File: src/verilog/tape_reader_cfg.svh
// Timing counts and reset values for the tape reader drive controller
`ifndef TAPE_READER_CFG_SVH
`define TAPE_READER_CFG_SVH

`define CLK_PERIOD_NS 40
`define STEP_FULL_NS 1667000
`define STEP_START_NS 5000000
`define STEP_SLOW_NS 20000000
`define ACCEL_STEPS 30
`define PERIOD_W 20
`define HOLE_W 8
`define SENSE_W 9
`define FEED_HOLE_BIT 8
`define PHASE_RESET 2'h0

`endif

File: src/verilog/tape_reader_pkg.sv
// Types shared by the tape reader drive controller
package tape_reader_pkg;
`include "tape_reader_cfg.svh"

   typedef enum logic [1:0] {
      ST_HOLD = 2'b00,
      ST_FEED = 2'b01,
      ST_SLOW = 2'b10
   } feed_state_e;

   typedef struct packed {
      feed_state_e state;
      logic [1:0] phase;
      logic [`PERIOD_W-1:0] period;
      logic [`SENSE_W-1:0] sync1;
      logic [`SENSE_W-1:0] sync2;
      logic [`HOLE_W-1:0] data;
      logic valid;
      logic tape_out;
      logic boost;
   } drive_s;

   typedef struct packed {
      logic [`PERIOD_W-1:0] cnt;
      logic tick;
   } timer_s;

endpackage : tape_reader_pkg

File: src/verilog/step_timer.sv
// Step period timer: one-cycle tick every period_i cycles while enabled
`timescale 1ns/1ns
`include "tape_reader_cfg.svh"
module step_timer
   import tape_reader_pkg::*;
(
   // Clock and reset
   input wire logic clk_sys_i,
   input wire logic srst_i,
   // Control
   input wire logic en_i,
   input wire logic [`PERIOD_W-1:0] period_i,
   // Step enable
   output logic tick_o
);
   timer_s r_reg;
   timer_s r_next;

   always_comb begin
      r_next = r_reg;
      r_next.tick = 1'b0;
      if (!en_i) begin
         r_next.cnt = '0;
      end else if (r_reg.cnt >= period_i - `PERIOD_W'(1)) begin
         r_next.cnt = '0;
         r_next.tick = 1'b1;
      end else begin
         r_next.cnt = r_reg.cnt + `PERIOD_W'(1);
      end
   end

   always_ff @(posedge clk_sys_i) begin
      if (srst_i) begin
         r_reg <= '0;
      end else begin
         r_reg <= r_next;
      end
   end

   assign tick_o = r_reg.tick;
endmodule : step_timer

File: src/verilog/tape_reader_stepper_drive.sv
// Controller that steps the tape reader motor and samples its hole sensors
`timescale 1ns/1ns
`include "tape_reader_cfg.svh"
module tape_reader_stepper_drive
   import tape_reader_pkg::*;
#(
   parameter int unsigned STEP_FULL_CYC = `STEP_FULL_NS / `CLK_PERIOD_NS,
   parameter int unsigned STEP_START_CYC = `STEP_START_NS / `CLK_PERIOD_NS,
   parameter int unsigned STEP_SLOW_CYC = `STEP_SLOW_NS / `CLK_PERIOD_NS
)
(
   // Clock and reset
   input wire logic clk_sys_i,
   input wire logic srst_i,
   // User side
   input wire logic feed_i,
   input wire logic slow_i,
   input wire logic clear_tape_out_i,
   output logic [`HOLE_W-1:0] data_o,
   output logic data_valid_o,
   output logic tape_out_o,
   output logic feeding_o,
   // Reader pins
   output logic sel_a0_o,
   output logic sel_a1_o,
   output logic sel_b0_o,
   output logic sel_b1_o,
   output logic boost_o,
   input wire logic [`HOLE_W-1:0] hole_i,
   input wire logic feed_hole_i
);
   localparam logic [`PERIOD_W-1:0] P_FULL = `PERIOD_W'(STEP_FULL_CYC);
   localparam logic [`PERIOD_W-1:0] P_START = `PERIOD_W'(STEP_START_CYC);
   localparam logic [`PERIOD_W-1:0] P_SLOW = `PERIOD_W'(STEP_SLOW_CYC);
   localparam logic [`PERIOD_W-1:0] P_DEC =
      `PERIOD_W'((STEP_START_CYC - STEP_FULL_CYC + `ACCEL_STEPS - 2) / (`ACCEL_STEPS - 1));

   drive_s r_reg;
   drive_s r_next;
   logic step_tick;
   logic feed_ok;
   logic at_char;

   function automatic logic [1:0] next_phase(input logic [1:0] ph);
      logic [1:0] res;
      res = ph;
      case (ph)
         2'h0: res = 2'h2;
         2'h2: res = 2'h3;
         2'h3: res = 2'h1;
         default: res = 2'h0;
      endcase
      return res;
   endfunction : next_phase

   step_timer i_step_timer (
      .clk_sys_i(clk_sys_i),
      .srst_i(srst_i),
      .en_i(r_reg.state != ST_HOLD),
      .period_i(r_reg.period),
      .tick_o(step_tick)
   );

   assign feed_ok = feed_i && !r_reg.tape_out;
   assign at_char = (r_reg.phase[1] == r_reg.phase[0]);

   always_comb begin
      r_next = r_reg;
      r_next.valid = 1'b0;
      r_next.sync1 = {feed_hole_i, hole_i};
      r_next.sync2 = r_reg.sync1;
      if (clear_tape_out_i) begin
         r_next.tape_out = 1'b0;
      end
      case (r_reg.state)
         ST_HOLD: begin
            r_next.boost = 1'b0;
            if (feed_ok) begin
               r_next.boost = 1'b1;
               if (slow_i) begin
                  r_next.state = ST_SLOW;
                  r_next.period = P_SLOW;
               end else begin
                  r_next.state = ST_FEED;
                  r_next.period = P_START;
               end
            end
         end
         default: begin
            if (!feed_ok) begin
               // Selects stay put so the motor holds its place
               r_next.state = ST_HOLD;
               r_next.boost = 1'b0;
            end else if (step_tick) begin
               if (at_char) begin
                  if (r_reg.sync2[`FEED_HOLE_BIT]) begin
                     r_next.data = r_reg.sync2[`HOLE_W-1:0];
                     r_next.valid = 1'b1;
                  end
               end else if (r_reg.sync2[`FEED_HOLE_BIT]) begin
                  r_next.tape_out = 1'b1;
               end
               r_next.phase = next_phase(r_reg.phase);
               if (r_reg.state == ST_FEED) begin
                  if (r_reg.period - P_FULL > P_DEC) begin
                     r_next.period = r_reg.period - P_DEC;
                  end else begin
                     r_next.period = P_FULL;
                  end
               end
            end
         end
      endcase
   end

   always_ff @(posedge clk_sys_i) begin
      if (srst_i) begin
         r_reg <= '0;
         r_reg.state <= ST_HOLD;
         r_reg.phase <= `PHASE_RESET;
         r_reg.period <= P_START;
      end else begin
         r_reg <= r_next;
      end
   end

   // Pin drive: exactly one select per side, inactive ones low
   assign sel_a1_o = r_reg.phase[1];
   assign sel_a0_o = !r_reg.phase[1];
   assign sel_b1_o = r_reg.phase[0];
   assign sel_b0_o = !r_reg.phase[0];
   assign boost_o = r_reg.boost;
   assign data_o = r_reg.data;
   assign data_valid_o = r_reg.valid;
   assign tape_out_o = r_reg.tape_out;
   assign feeding_o = (r_reg.state != ST_HOLD);

   // Checking helpers
   logic [`PERIOD_W-1:0] gap_reg;
   logic gap_ok_reg;
   logic [4:0] steps_reg;

   always_ff @(posedge clk_sys_i) begin
      if (srst_i || r_reg.state == ST_HOLD) begin
         gap_reg <= `PERIOD_W'(1);
         gap_ok_reg <= 1'b0;
         steps_reg <= 5'h00;
      end else if (step_tick) begin
         gap_reg <= `PERIOD_W'(1);
         gap_ok_reg <= 1'b1;
         if (steps_reg != 5'h1f) begin
            steps_reg <= steps_reg + 5'h01;
         end
      end else begin
         gap_reg <= gap_reg + `PERIOD_W'(1);
      end
   end
endmodule : tape_reader_stepper_drive

File: config.mk
export PLATFORM = sky130hd
export DESIGN_NAME = tape_reader_stepper_drive
export DESIGN_NICKNAME = d
export VERILOG_FILES = /design/src/verilog/tape_reader_pkg.sv /design/src/verilog/step_timer.sv /design/src/verilog/tape_reader_stepper_drive.sv
export VERILOG_INCLUDE_DIRS = /design/src /design/src/verilog
export SDC_FILE = /design/constraint.sdc
export NUM_CORES = 1
export LEC_CHECK = 0
export BUFFER_PORTS_ARGS = -buffer_cell sky130_fd_sc_hd__buf_4
export CAP_MARGIN = 10
export CORE_ASPECT_RATIO = 0.8
export CORE_MARGIN = 8
export CORE_UTILIZATION = 30
export DETAILED_ROUTE_END_ITERATION = 10
export HOLD_SLACK_MARGIN = 0.03
export SETUP_SLACK_MARGIN = 0.3
export SLEW_MARGIN = 20
export SYNTH_ARGS = -nofsm -noshare
export SYNTH_HDL_FRONTEND = slang
export SYNTH_HIERARCHICAL = 1
export SYNTH_SLANG_ARGS = --single-unit
File: constraint.sdc
create_clock -name clk_sys_i -period 3.6 [get_ports clk_sys_i]
set_clock_uncertainty 0.05 [all_clocks]
set_input_delay 0.36 -clock clk_sys_i [delete_from_list [all_inputs] [get_ports clk_sys_i]]
set_output_delay 0.36 -clock clk_sys_i [all_outputs]
set_load 0.03 [all_outputs]
==> flow_metrics.tcl, run 1 <==
set metrics [dict create \
    outcome "finished, final reports clean" \
    grt_first_pass_wirelength_um 19900 \
    worst_hold_path.num_cells 2 \
    max_clock_freq_mhz 298 \
    total_wire_length_um 12100 \
    chipWidth_um 156 \
    synth.area.mux_share 0.0212 \
    final_worst_path_period_need_ns 3.36 \
    clock_sinks 74 \
    dp_hpwl_um 8720 \
    critical_path.startpoint_type "flip-flop" \
    avg_wl_per_cell_um 14.9 \
    synth.net_count 609 \
    layout_setup_ws_ns 0.241 \
    start_util 0.303 \
    clkSlewWorstSetupHoldPaths_ns 0.06 \
    diodes 0 \
    total_leakage_power_nw 2.01 \
    num_io_pins 30 \
    drc_errors 0 \
    timing.reg2reg.worst_path_depth 13 \
    grtUsageMet2 0.193 \
    cp.arrival_ns 3.56 \
    synth_compound_gate_area_share 0.161 \
    worst_path_max_delay_cell "sky130_fd_sc_hd__or4_4" \
    final_core_util 0.355 \
    synth_cells 563 \
    synth_sequential_area_ratio 0.313 \
    report.final.slew_viol_count 0 \
    synthDistinctLibCells 79 \
    layout.nets 638 \
    worst_path_most_repeated_cell "sky130_fd_sc_hd__a21o_1" \
    final_cell_count_no_fill 812 \
    cts.path.max_buffers 2 \
    globalRouteOverflowTotal 0 \
    gr-usage-met3 0.0232 \
    post_dp_cell_area_um2 5120 \
    postRouteAntennaNets 0 \
    ys_ff_latch 74 \
    yosysWarningCount 6 \
    avgViaCountPerCell 5.09 \
    cts_hold_repair.buffers 0 \
    finish.instance_area_um2 5540 \
    timing.final.crit_share 0.933 \
    maxCapViolCount 0 \
    chipHeight_um 128 \
    worst_ep_required_time_ns 3.80 \
    worst_path_dominant_cell_family "simple AND/OR/NAND/NOR gates" \
    place.port_buffers 29 \
    detailroute.via_count 4137 \
    drt_iter0_drc 350 \
    post_synth_simple_gate_area 0.264 \
    synthesis.area_um2 4730 \
    die_area_um2 20100 \
    synthArstFlopShare 0 \
    vdd_ir_drop_max_mv 0.233 \
    timing.critical_path.fanout_max 20 \
    worst-setup-path-type "reg -> reg" \
    critical_path_buf_inv_count 2 \
    grt_usage 0.122 \
    post_synth_fa_ha_maj_area_fraction 0.0871 \
    largest_reg_flops 31 \
    layout-area-overhead-vs-synth_pct 17.2 \
    tritoncts "done" \
    tns_ns 0 \
    slew_headroom 0.395 \
    synth_edf_count 0 \
    p_per_area_nw_per_um2 462 \
    mostFrequentLayoutCells "sky130_fd_sc_hd__dfxtp_1, sky130_fd_sc_hd__buf_4, sky130_fd_sc_hd__nor2_1" \
    dominant_combinational_cell_family_by_area_after_synthesis "simple AND/OR/NAND/NOR gates" \
    grt_antenna_before_repair 0 \
    endpoint_kind_of_the_worst_setup_timing_path "flip-flop" \
    floorplan.core_area_um2 15600 \
    numCtsBuffers 9 \
    cp_cell_sequence "nor4_4 > buf_4 > nand3_2 > or4_4 > nor3_2 > xnor2_1 > ha_1 > a21o_1 > a21o_1 > a2111oi_4 > o211ai_1 > buf_6 > nor3_1" \
    layout.cells.most_common "sky130_fd_sc_hd__dfxtp_1" \
    fillCellCount 1608 \
    dpl_worst_slack_ns 0.0834 \
    unrepaired_setup_endpoints_after_global_routing "yes" \
    ctsHtreeMaxLevel 3 \
    gr_util_met1 0.161 \
    gp_routability_congestion 0.887 \
    final-setup-viol-count 0 \
    xor_and_xnor_area_share_after_synthesis 0.0834 \
    post-place-cells 791 \
    dominantRegCellSynth "sky130_fd_sc_hd__dfxtp_1" \
    first_pass_iteration_count_of_the_detailed_router 4 \
    grt_start_max_net_pins 50 \
    synth_area_per_cell_um2 8.40 \
    tightestPinTransition_ns 0.904 \
    total_number_of_cells_along_the_worst_setup_path 13 \
    root_buffer "sky130_fd_sc_hd__clkbuf_16" \
    finalHoldViolCount 0 \
    crit_path_max_incr_delay_ns 0.46 \
    grt.busiest_layer "met2" \
    floorplan.rows 41 \
    post_route_cells_drive_above_1_share 0.171 \
    grt_pass1_vias 3964 \
    insertion_delay_ns 0.33 \
    min_path_type "in -> reg" \
]
==> routing by layer <==
metal	share of wire	routed length, um
met5	0	0
met4	0.015	180
met3	0.042	507
met2	0.47	5720
met1	0.47	5680
==> Yosys cell counts (7+ instances only) <==
cell type / count / area share
sky130_fd_sc_hd__mux2i_1: 10 / 0.021
sky130_fd_sc_hd__ha_1: 32 / 0.085
sky130_fd_sc_hd__nand4_1: 8 / 0.011
sky130_fd_sc_hd__xor2_1: 18 / 0.033
sky130_fd_sc_hd__nor2b_1: 20 / 0.026
sky130_fd_sc_hd__a21oi_1: 37 / 0.039
sky130_fd_sc_hd__o22ai_1: 7 / 0.0093
sky130_fd_sc_hd__xnor2_1: 27 / 0.050
sky130_fd_sc_hd__nand3_1: 19 / 0.020
sky130_fd_sc_hd__nand2_1: 39 / 0.031
sky130_fd_sc_hd__clkbuf_1: 14 / 0.011
sky130_fd_sc_hd__inv_1: 22 / 0.017
sky130_fd_sc_hd__nor2_1: 50 / 0.040
sky130_fd_sc_hd__buf_4: 9 / 0.014
sky130_fd_sc_hd__nor3_1: 39 / 0.041
sky130_fd_sc_hd__o21ai_0: 13 / 0.014
sky130_fd_sc_hd__dfxtp_1: 74 / 0.31
==> path summary, 6_finish.rpt <==
path / from / endpoint / slack, ns
setup / recovery: r_reg[34] / i_step_timer/r_reg[14] / 0.24
hold / removal: hole_i[2] / r_next[13] / 0.19
setup reg to reg: r_reg[34] / i_step_timer/r_reg[14] / 0.24
hold reg to reg: r_next[16] / r_reg[16] / 0.38
==> stage by stage <==
step	power, W	hold WS (ns)
floorplan	0.00141	0.364
finish	0.00256	0.186
global route	0.00269	0.189
CTS	0.00256	0.169
detailed placement	0.00158	0.373
global placement	0.00156	0.367
==> area by class of cell <==
class / instances / area, um2 / area share
Clock buffer: 10 / 229 / 0.0413
Inverter: 25 / 93.8 / 0.0169
Clock inverter: 6 / 90.1 / 0.0163
Multi-Input combinational cell: 429 / 2980 / 0.537
Sequential cell: 74 / 1480 / 0.267
Tap cell: 215 / 269 / 0.0486
Timing Repair Buffer: 53 / 402 / 0.0725
==> logic make-up after synthesis <==
family	Yosys count
simple gates	226
compound gates	115
flops	74
buf+inv	60
xor+xnor	45
fa+ha+maj	33
mux	10
==> where the power goes <==
part | internal [W] | switching [W] | leakage [nW] | total, W
logic | 0.000251 | 0.000429 | 1.25 | 0.000680
clock network | 0.000609 | 0.000355 | 0.153 | 0.000964
registers | 0.000865 | 0.0000478 | 0.603 | 0.000913
total | 0.00173 | 0.000832 | 2.01 | 0.00256
==> repair_timing <==
action | CTS | global route
endpoints found under the setup margin | 20 | 32
pin swaps | 2 | 3
setup buffers | 1 | 4
gates resized for setup | 7 | 4
Power figures use the tool's default switching activity.
==> run 2, diff against run 1 <==
--- a/config.mk
+++ b/config.mk
@@ -8,2 +8,3 @@
 export LEC_CHECK = 0
+export ABC_CLOCK_PERIOD_IN_PS = 3600
 export BUFFER_PORTS_ARGS = -buffer_cell sky130_fd_sc_hd__buf_4
==> constraint.sdc (replaced) <==
create_clock -name clk_sys_i -period 3.6 [get_ports clk_sys_i]
set_clock_uncertainty 0.05 [all_clocks]
set_input_delay 0.18 -clock clk_sys_i [delete_from_list [all_inputs] [get_ports clk_sys_i]]
set_output_delay 0.18 -clock clk_sys_i [all_outputs]
set_load 0.03 [all_outputs]
==> run 2 against run 1 <==
Effect of this change: sequential power about the same; cell count up 0.86%; sequential cell count unchanged; power up 0.16%; die area did not move; register-to-register slack about the same; sequential share of layout area is 0.33 points lower; clock-buffer cell count unchanged; combinational power increased by 0.7%; critical path type unchanged; critical endpoint unchanged; largest cell class unchanged.
==> flow_metrics.tcl, run 2 (same netlist as run 1, synthesis figures left out) <==
set metrics [dict create \
    diodes 0 \
    cp-startpoint "r_reg[34]" \
    endpoint_kind_of_the_worst_setup_timing_path "flip-flop" \
    p_per_area_nw_per_um2 457 \
    start_util 0.303 \
    grt_usage 0.122 \
    cts.path.max_buffers 2 \
    die_area_um2 20100 \
    final-setup-viol-count 0 \
    numCtsBuffers 9 \
    timing.final.crit_share 0.932 \
    num_io_pins 30 \
    finalHoldViolCount 0 \
    critical_path.startpoint_type "flip-flop" \
    tightestPinTransition_ns 0.904 \
    post_route_cells_drive_above_1_share 0.169 \
    maxCapViolCount 0 \
    worst_hold_path.num_cells 2 \
    postRouteAntennaNets 0 \
    cp.arrival_ns 3.56 \
    min_path_type "in -> reg" \
    vdd_ir_drop_max_mv 0.234 \
    total_wire_length_um 12200 \
    final_core_util 0.360 \
    insertion_delay_ns 0.33 \
    unrepaired_setup_endpoints_after_global_routing "yes" \
    root_buffer "sky130_fd_sc_hd__clkbuf_16" \
    drt_iter0_drc 384 \
    clock_sinks 74 \
    report.final.slew_viol_count 0 \
    floorplan.core_area_um2 15600 \
    total_leakage_power_nw 2.04 \
    reg2reg_slack_ns 0.25 \
    gp_routability_congestion 0.887 \
    slew_headroom 0.395 \
    grt_pass1_vias 3986 \
    place.port_buffers 29 \
    max_clock_freq_mhz 298 \
    crit-reg2reg-capture "i_step_timer/r_reg[14]" \
    worst_ep_required_time_ns 3.80 \
    post_dp_cell_area_um2 5120 \
    critical_path.reg2reg.startpoint "r_reg[34]" \
    detailroute.via_count 4178 \
    grt_antenna_before_repair 0 \
    final_worst_path_period_need_ns 3.35 \
    clkSlewWorstSetupHoldPaths_ns 0.06 \
    avgViaCountPerCell 5.10 \
    finish.instance_area_um2 5610 \
    avg_wl_per_cell_um 14.8 \
    timing.critical_path.fanout_max 20 \
    mostFrequentLayoutCells "sky130_fd_sc_hd__dfxtp_1, sky130_fd_sc_hd__buf_4, sky130_fd_sc_hd__nor2_1" \
    outcome "finished, final reports clean" \
    drc_errors 0 \
    grt_first_pass_wirelength_um 20000 \
    floorplan.rows 41 \
    setup.worst_path.end "i_step_timer/r_reg[14]" \
    worst-setup-path-type "reg -> reg" \
    first_pass_iteration_count_of_the_detailed_router 5 \
    grt_start_max_net_pins 50 \
    dp_hpwl_um 8720 \
    globalRouteOverflowTotal 0 \
    tns_ns 0 \
    layout.cells.most_common "sky130_fd_sc_hd__dfxtp_1" \
    chipHeight_um 128 \
    layout-area-overhead-vs-synth_pct 18.7 \
    layout.nets 645 \
    ctsHtreeMaxLevel 3 \
    largest_reg_flops 31 \
    chipWidth_um 156 \
    fillCellCount 1604 \
    dpl_worst_slack_ns 0.0834 \
    tritoncts "done" \
    timing.reg2reg.worst_path_depth 13 \
    layout_setup_ws_ns 0.245 \
]
## run 2: per-layer routing
| layer | routed length, um | track usage | vias up |
|---|---|---|---|
| met5 | 0 | 0 | - |
| met4 | 252 | 0.0491 | 0 |
| met3 | 656 | 0.0229 | 20 |
| met2 | 5610 | 0.193 | 122 |
| met1 | 5640 | 0.161 | 1958 |
| li1 | - | - | 2078 |
## run 2: through the flow
stage	std cells	hold slack, ns	total power [W]
3_5_place_dp	791	0.344	0.00158
3_3_place_gp	791	0.342	0.00156
4_1_cts	815	0.0326	0.00257
5_1_grt	819	0.0348	0.00270
6_report	819	0.0282	0.00256
2_1_floorplan	563	0.258	0.00141
## run 2: where the power goes
group	internal, W	switching [W]	leakage (nW)
Combinational	0.000256	0.000429	1.28
Sequential	0.000865	0.0000483	0.603
Clock	0.000609	0.000354	0.153
Total	0.00173	0.000831	2.04
## run 2: area by class of cell
class                   instances  area [um2]  area share
clock buffers                  10         229      0.0408
clock inverters                 6        90.1      0.0161
inverters                      25        93.8      0.0167
multi-input cells             429        2980       0.530
flip-flops and latches         74        1480       0.264
well taps                     215         269      0.0479
repair buffers                 60         472      0.0841
## run 2: how the worst min path moves through the flow
stage,to,from,slack (ns)
after floorplan,r_next[14],hole_i[3],0.26
after global placement,r_next[18],hole_i[7],0.34
after detailed placement,r_next[13],hole_i[2],0.34
after CTS,r_next[19],feed_hole_i,0.03
after global routing,r_next[19],feed_hole_i,0.03
final,r_next[19],feed_hole_i,0.03
## run 2: what timing repair did
item | 4_1_cts | 5_1_grt
buffers inserted | 1 | 4
pin swaps | 2 | 3
hold endpoints to repair | 7 | 0
endpoints found under the setup margin | 20 | 32
hold buffers | 7 | 0
resized for setup | 7 | 4
## run 2: worst max-delay path, stage by stage (launching register included)
cell and delay (ns):
sky130_fd_sc_hd__dfxtp_1 0.33, sky130_fd_sc_hd__nor4_4 0.32, sky130_fd_sc_hd__buf_4 0.16, sky130_fd_sc_hd__nand3_2 0.09
sky130_fd_sc_hd__or4_4 0.46, sky130_fd_sc_hd__nor3_2 0.14, sky130_fd_sc_hd__xnor2_1 0.14, sky130_fd_sc_hd__ha_1 0.27
sky130_fd_sc_hd__a21o_1 0.19, sky130_fd_sc_hd__a21o_1 0.21, sky130_fd_sc_hd__a2111oi_4 0.37, sky130_fd_sc_hd__o211ai_1 0.16
sky130_fd_sc_hd__buf_6 0.19, sky130_fd_sc_hd__nor3_1 0.19
